--- src/core/dcas_consts.vh ---
`ifndef DCAS_CONSTS_VH
`define DCAS_CONSTS_VH
// Status field positions inside the debug control word
`define DCAS_SIZE_HI       30
`define DCAS_SIZE_LO       29
`define DCAS_LOWPWR_BIT    22
`define DCAS_HALT_BIT      21
`define DCAS_PEND_BIT      18
// Size codes
`define DCAS_SZ_BYTE       2'h0
`define DCAS_SZ_HALF       2'h1
`define DCAS_SZ_WORD       2'h2
`define DCAS_SZ_TRIPLE     2'h3
// Reset values of the status flags
`define DCAS_LOWPWR_RST    1'h0
`define DCAS_HALT_RST      1'h0
// Test access port state codes for capture, shift and update
`define DCAS_TAP_CAPTURE   4'h6
`define DCAS_TAP_SHIFT     4'h2
`define DCAS_TAP_UPDATE    4'h5
// Width of the control word
`define DCAS_WORD_W        32
`endif

--- src/core/dcas_lane_dec.v ---
`timescale 1ns/1ps
`default_nettype none
`include "dcas_consts.vh"
// Decodes size code and low address bits into byte lanes
module dcas_lane_dec (
  input  wire [1:0] size_code,   // Transfer size code
  input  wire [1:0] addr_low,    // Low two address bits
  input  wire       big_endian,  // Endianness of the core
  output reg  [3:0] lanes,       // Byte lane enables, bit n = byte n
  output reg        reserved     // Combination not defined
);
  // Lane numbers are fixed in the word; only the selection moves
  always @* begin
    lanes    = 4'h0;
    reserved = 1'b0;
    case (size_code)
      `DCAS_SZ_BYTE: begin
        // One lane per address; big endian mirrors the index
        if (big_endian)
          lanes = 4'h8 >> addr_low; // RULE3
        else
          lanes = 4'h1 << addr_low; // RULE3
      end
      `DCAS_SZ_HALF: begin
        if (addr_low == 2'h0)
          lanes = big_endian ? 4'hC : 4'h3; // RULE4
        else if (addr_low == 2'h2)
          lanes = big_endian ? 4'h3 : 4'hC; // RULE4
        else
          reserved = 1'b1;
      end
      `DCAS_SZ_WORD: begin
        if (addr_low == 2'h0)
          lanes = 4'hF; // RULE5
        else
          reserved = 1'b1;
      end
      `DCAS_SZ_TRIPLE: begin
        if (addr_low == 2'h0)
          lanes = big_endian ? 4'hE : 4'h7; // RULE6
        else if (addr_low == 2'h1)
          lanes = big_endian ? 4'h7 : 4'hE; // RULE6
        else
          reserved = 1'b1;
      end
      default: begin
        reserved = 1'b1;
      end
    endcase
  end
endmodule // dcas_lane_dec
`default_nettype wire

--- src/core/dcas_status.v ---
// Notes on behaviour
// RULE1: Size code read-only at bits 30:29.
// RULE2: Probe trusts size only while access pending.
// RULE3: Size 00 is one byte by address.
// RULE4: Size 01 is halfword at address 00/10.
// RULE5: Size 10 at address 00 is word.
// RULE6: Size 11 is triple at address 00/01.
// RULE7: Other combinations are reserved for the probe.
// RULE8: Byte lanes fixed in word, any endianness.
// RULE9: Bit 22 reads low-power state, reset 0.
// RULE10: Low-power flag sampled at capture state.
// RULE11: Low-power covers reduced power and wait.
// RULE12: Bit 21 reads bus clock stopped, reset 0.
// RULE13: Halt flag sampled at capture state.
// RULE14: Bit 18 shows pending processor access.
// RULE15: Register reachable only by test port path.
`timescale 1ns/1ps
`default_nettype none
`include "dcas_consts.vh"
module dcas_status #(
  parameter WORD_W = `DCAS_WORD_W  // Shift register length
) (
  input  wire        mclk,             // System clock, 50 MHz
  input  wire        rst_n,            // Synchronous reset, low active
  input  wire        clk_en,           // Freezes all state while low
  input  wire        tck,              // Test clock pin, sampled
  input  wire        tdi,              // Test data in pin
  input  wire [3:0]  tap_state,        // Test controller state, TCK domain
  input  wire        sel_ctrl,         // Control register selected
  input  wire        pending_access_flag, // Processor access waiting
  input  wire [1:0]  processor_access_size, // Size of the pending access
  input  wire [1:0]  access_addr_low,  // Low address bits of access
  input  wire        big_endian,       // Core endianness
  input  wire        reduced_power,    // CPU in reduced power mode
  input  wire        wait_mode,        // CPU stopped by wait instruction
  input  wire        bus_clk_stopped,  // Internal bus clock stopped
  output reg         tdo_r,            // Test data out
  output reg  [3:0]  lanes_r,          // Decoded byte lanes
  output reg         lanes_reserved_r, // Size/address pair undefined
  output reg         lowpwr_r,         // Captured low-power flag
  output reg         halt_r            // Captured halt flag
);
  // Two-stage synchronisers; stage one feeds only stage two
  reg        tck_s1_r;      // TCK first stage
  reg        tck_s2_r;      // TCK second stage
  reg        tck_d_r;       // TCK delayed for edge detection
  reg        tdi_s1_r;      // TDI first stage
  reg        tdi_s2_r;      // TDI second stage
  reg  [3:0] st_s1_r;       // TAP state first stage
  reg  [3:0] st_s2_r;       // TAP state second stage
  reg        sel_s1_r;      // Select first stage
  reg        sel_s2_r;      // Select second stage
  reg  [1:0] lp_s1_r;       // Wait and reduced power, first stage
  reg  [1:0] lp_s2_r;       // Wait and reduced power, second stage
  reg        hl_s1_r;       // Halt first stage
  reg        hl_s2_r;       // Halt second stage
  reg [WORD_W-1:0] shift_r; // Data register shift path
  wire       tck_rise;      // Rising TCK seen
  wire       tck_fall;      // Falling TCK seen
  wire [3:0] dec_lanes;     // Decoder lanes
  wire       dec_res;       // Decoder reserved flag
  wire       lp_any;        // Either low-power mode

  // Doze covers both kinds of low power; merged only after the
  // synchronisers so no gate ever sees a raw CPU-domain level
  assign lp_any = |lp_s2_r; // RULE11

  // Synchronise the test pins and the low-power and halt inputs; access size, address and pending flag are used unsynchronised
  always @(posedge mclk) begin
    if (!rst_n) begin
      tck_s1_r <= 1'b0;
      tck_s2_r <= 1'b0;
      tck_d_r  <= 1'b0;
      tdi_s1_r <= 1'b0;
      tdi_s2_r <= 1'b0;
      st_s1_r  <= 4'h0;
      st_s2_r  <= 4'h0;
      sel_s1_r <= 1'b0;
      sel_s2_r <= 1'b0;
      lp_s1_r  <= 2'h0;
      lp_s2_r  <= 2'h0;
      hl_s1_r  <= 1'b0;
      hl_s2_r  <= 1'b0;
    end else if (clk_en) begin
      tck_s1_r <= tck;
      tck_s2_r <= tck_s1_r;
      tck_d_r  <= tck_s2_r;
      tdi_s1_r <= tdi;
      tdi_s2_r <= tdi_s1_r;
      st_s1_r  <= tap_state;
      st_s2_r  <= st_s1_r;
      sel_s1_r <= sel_ctrl;
      sel_s2_r <= sel_s1_r;
      lp_s1_r  <= {wait_mode, reduced_power};
      lp_s2_r  <= lp_s1_r;
      hl_s1_r  <= bus_clk_stopped;
      hl_s2_r  <= hl_s1_r;
    end
  end

  assign tck_rise = tck_s2_r & ~tck_d_r;
  assign tck_fall = ~tck_s2_r & tck_d_r;

  // Lane decoder for the pending access
  dcas_lane_dec u_dec (
    .size_code  (processor_access_size),
    .addr_low   (access_addr_low),
    .big_endian (big_endian),
    .lanes      (dec_lanes),
    .reserved   (dec_res)
  );

  // Lanes only mean something while an access waits
  always @(posedge mclk) begin
    if (!rst_n) begin
      lanes_r          <= 4'h0;
      lanes_reserved_r <= 1'b0;
    end else if (clk_en) begin
      if (pending_access_flag) begin // RULE2
        lanes_r          <= dec_lanes; // RULE8
        lanes_reserved_r <= dec_res;   // RULE7
      end else begin
        lanes_r          <= 4'h0;
        lanes_reserved_r <= 1'b0;
      end
    end
  end

  // Shift path: capture on TCK rise in Capture-DR, shift in Shift-DR, hold otherwise.
  // Only the test port reaches it; no CPU write path exists.
  always @(posedge mclk) begin
    if (!rst_n) begin
      shift_r  <= {WORD_W{1'b0}};
      lowpwr_r <= `DCAS_LOWPWR_RST; // RULE9
      halt_r   <= `DCAS_HALT_RST;   // RULE12
    end else if (clk_en && tck_rise && sel_s2_r) begin // RULE15
      if (st_s2_r == `DCAS_TAP_CAPTURE) begin
        shift_r <= {WORD_W{1'b0}};
        shift_r[`DCAS_SIZE_HI:`DCAS_SIZE_LO] <= processor_access_size; // RULE1
        shift_r[`DCAS_LOWPWR_BIT] <= lp_any; // RULE10
        shift_r[`DCAS_HALT_BIT]   <= hl_s2_r; // RULE13
        shift_r[`DCAS_PEND_BIT]   <= pending_access_flag; // RULE14
        lowpwr_r <= lp_any; // RULE9
        halt_r   <= hl_s2_r; // RULE12
      end else if (st_s2_r == `DCAS_TAP_SHIFT) begin
        shift_r <= {tdi_s2_r, shift_r[WORD_W-1:1]};
      end
    end
  end

  // TDO changes on falling TCK, as the probe samples on rise
  always @(posedge mclk) begin
    if (!rst_n) begin
      tdo_r <= 1'b0;
    end else if (clk_en && tck_fall) begin
      tdo_r <= shift_r[0];
    end
  end
endmodule // dcas_status
`default_nettype wire

--- config.mk ---
export PLATFORM = sky130hd
export DESIGN_NAME = dcas_status
export DESIGN_NICKNAME = d
export VERILOG_FILES = /design/src/core/dcas_lane_dec.v /design/src/core/dcas_status.v
export VERILOG_INCLUDE_DIRS = /design/src /design/src/core
export SDC_FILE = /design/constraint.sdc
export NUM_CORES = 1
export LEC_CHECK = 0
export BUFFER_PORTS_ARGS = -buffer_cell sky130_fd_sc_hd__buf_2
export CORE_MARGIN = 4
export CORE_UTILIZATION = 60
export CTS_BUF_LIST = sky130_fd_sc_hd__clkbuf_16
export CTS_CLUSTER_SIZE = 24
export DETAILED_ROUTE_END_ITERATION = 16
export PLACE_DENSITY_LB_ADDON = 0.08
export SYNTH_ARGS = -nofsm -noshare
export SYNTH_HDL_FRONTEND = slang
export SYNTH_HIERARCHICAL = 1
export SYNTH_SLANG_ARGS = --single-unit
--- constraint.sdc ---
create_clock -name mclk -period 2.1 [get_ports mclk]
set_input_delay 0.105 -clock mclk [delete_from_list [all_inputs] [get_ports mclk]]
set_output_delay 0.105 -clock mclk [all_outputs]
set_load 0.005 [all_outputs]
==> flow_summary.json <==
{
  "whs_path_depth": 3,
  "cts_tree": "yes",
  "critPathMaxFanout": 23,
  "power_density_mw_per_mm2": 834,
  "fin_crit_ns": 1.60,
  "worst-path-buf-inv": 1,
  "synth_area_sq_mm": 0.00283,
  "synth.mux.area_fraction_pct": 9.92,
  "grt_overflow": 0,
  "drt-initial-drc-count": 117,
  "hp-class": "input port to register",
  "cts_resized": 0,
  "critPathArrivalTime_ns": 1.84,
  "path_class": "register to register",
  "synth-compound-area-share_pct": 18.9,
  "ys_seq_area_share_pct": 43.2,
  "clockBufferDepth": 2,
  "drc": 0,
  "syn_inst": 283,
  "crit_path_end_kind": "register",
  "synthXorXnorAreaFrac_pct": 0.310,
  "slew_violations": 0,
  "syn-num-nets": 302,
  "wirelength_um": 5630,
  "worstSetupPathDepth": 4,
  "setup_ws_ns": 0.503,
  "syn2layout_area_growth_pct": 12.5,
  "grt_pass1_wl_um": 9560,
  "path_cells": "and4bb_2 > buf_4 > nand4b_1 > a21boi_1",
  "ant_nets": 0,
  "yosysWarnings": 6,
  "first_pass_iters": 4,
  "dieHeight_um": 76.6,
  "slowest_delay_ns": 0.58,
  "synth_top_family_by_area": "simple AND/OR/NAND/NOR gates",
  "post-place-ws_ns": 0.562,
  "crit_path_top_delay_cell": "and4bb_2",
  "post-cts-setup-buffers": 0,
  "fin_skew_ns": 0.00595,
  "placed_area_sq_mm": 0.00291,
  "cp_top_family": "simple AND/OR/NAND/NOR gates",
  "worstSetupStartpointType": "register",
  "viasPerCell": 5.96,
  "fmax_mhz": 626,
  "hold_buffers": 0,
  "port_buffers": 26,
  "final-hold-violation-count": 0,
  "fin_tns_setup_ns": 0,
  "coreArea_sq_mm": 0.00444,
  "avgRoutedWirePerCell_um": 15.7,
  "hpwl_um": 3530,
  "synth.distinct_cells": 39,
  "whs_ns": 0.0418,
  "p_leak_nw": 1.25,
  "layout_commonest_cell": "dfxtp_1",
  "power_w": 0.00265,
  "antenna_found_initial": 0,
  "final_cell_mix": "dfxtp_1 (61), o21ai_0 (28), mux2i_1 (28)",
  "numCtsBuffers": 9,
  "htreeDepth": 3,
  "worstMarginPinSlew_ns": 0.651,
  "rsz0062_at_grt": "false",
  "nets": 320,
  "grt_max_degree": 46,
  "final_area_sq_mm": 0.00318,
  "initial_core_util_pct": 63.6,
  "die-area_sq_mm": 0.00587,
  "ioPinCount": 27,
  "die_w_um": 76.6,
  "slew_headroom_pct": 56.6,
  "synthSimpleGateAreaFrac_pct": 20.5,
  "cts.clk_slew.worst_paths_ns": 0.05,
  "antenna_cells": 0,
  "reg2reg_depth": 4,
  "drv_cap": 0,
  "rows": 24,
  "via_count": 2133,
  "grt_usage_pct": 19.9,
  "worstSkewPairLatency_ns": 0.32,
  "grt_pass1_vias": 2001,
  "synth_seq_cells": 61,
  "cts-root-buf": "clkbuf_16",
  "vdd_drop_max_uv": 732,
  "drive_gt1_share_pct": 19.6,
  "setup_violations": 0,
  "syn_avg_cell_area_sq_um": 9.98,
  "timing.final.crit_share_pct": 76.0,
  "gp_congestion": 0.812,
  "worstPathRequired_ns": 2.34,
  "cts_num_sinks": 61,
  "synthAdderAreaFrac_pct": 0,
  "status": "completed"
}
-- state kept, by name, indices dropped and copies added, names as in the netlist --
register          flops
tdi_s2_r              1
lanes_reserved_r      1
lowpwr_r              1
st_s1_r               4
tck_d_r               1
hl_s1_r               1
lp_s1_r               2
sel_s1_r              1
st_s2_r               4
lp_s2_r               2
tck_s1_r              1
shift_r              32
tdo_r                 1
lanes_r               4
hl_s2_r               1
tck_s2_r              1
sel_s2_r              1
tdi_s1_r              1
halt_r                1
-- report_power, final --
part / internal [W] / switching, W
clock network: 0.000787 / 0.000506
logic: 0.0000811 / 0.0000803
registers: 0.00118 / 0.0000160
-- worst min-delay path, delay by kind of cell --
| family | cells | cell delay, ns |
|---|---|---|
| muxes | 1 | 0.05 |
| buffers and inverters | 1 | 0.08 |
| and+or+nand+nor | 1 | 0.09 |
-- cell usage after synthesis, drive strengths merged --
library cell | n | area (sq um)
and2 | 1 | 6.26
nor3b | 1 | 7.51
a31oi | 2 | 12.5
clkbuf | 17 | 80.1
a21boi | 32 | 240
a21oi | 4 | 20.0
o22ai | 2 | 12.5
and3b | 1 | 8.76
buf | 13 | 111
a311oi | 1 | 15.0
and4b | 1 | 10.0
nand4bb | 1 | 11.3
o2111ai | 1 | 8.76
o211ai | 1 | 7.51
o211a | 5 | 50.1
or2 | 1 | 6.26
nor2b | 22 | 138
o221ai | 2 | 17.5
xor2 | 1 | 8.76
nand3 | 10 | 50.1
o21ai | 28 | 140
nand2 | 5 | 18.8
and4bb | 2 | 25.0
dfxtp | 61 | 1220
nand3b | 2 | 18.8
inv | 3 | 11.3
nand2b | 5 | 31.3
nor2 | 2 | 10.0
mux2i | 28 | 280
nand4b | 27 | 236
a22o | 1 | 10.0
-- worst paths after layout --
kind                               to                   from  slack, ns
max          shift_r[27]$_SDFFE_PN0P_  tck_s2_r$_SDFFE_PN0P_       0.50
min             sel_s1_r$_SDFFE_PN0P_               sel_ctrl       0.04
min reg2reg     lowpwr_r$_SDFFE_PN0P_  lowpwr_r$_SDFFE_PN0P_       0.46
max reg2reg  shift_r[27]$_SDFFE_PN0P_  tck_s2_r$_SDFFE_PN0P_       0.50
-- layout make-up --
type	count	area [sq um]
Clock buffer	9	225
Clock inverter	7	42.5
Fill cell	349	1260
Inverter	3	11.3
Multi-Input combinational cell	189	1400
Sequential cell	61	1220
Tap cell	52	65.1
Timing Repair Buffer	37	213
-- cells by family after synthesis --
logic type / count (synthesis)
AOI/OAI and AO/OA: 79
xor gates and xnor gates: 1
buffers and inverters: 33
DFF: 61
muxes: 28
and+or+nand+nor: 81
-- layer usage --
metal	routed length [um]	up-vias	global-route usage, %
met4	27	0	5.98
met1	2690	1027	24.6
met5	0	-	0
met3	186	2	6.50
li1	-	1068	-
met2	2720	36	32.9
-- metrics by stage --
step / cells / util [%]
floorplan: 283 / -
finish: 358 / 71.5
detailed placement: 342 / 65.5
global route: 358 / 71.5
global placement: 342 / 65.5
CTS: 358 / 71.5
Note: power is estimated with default switching activity, not from simulation.
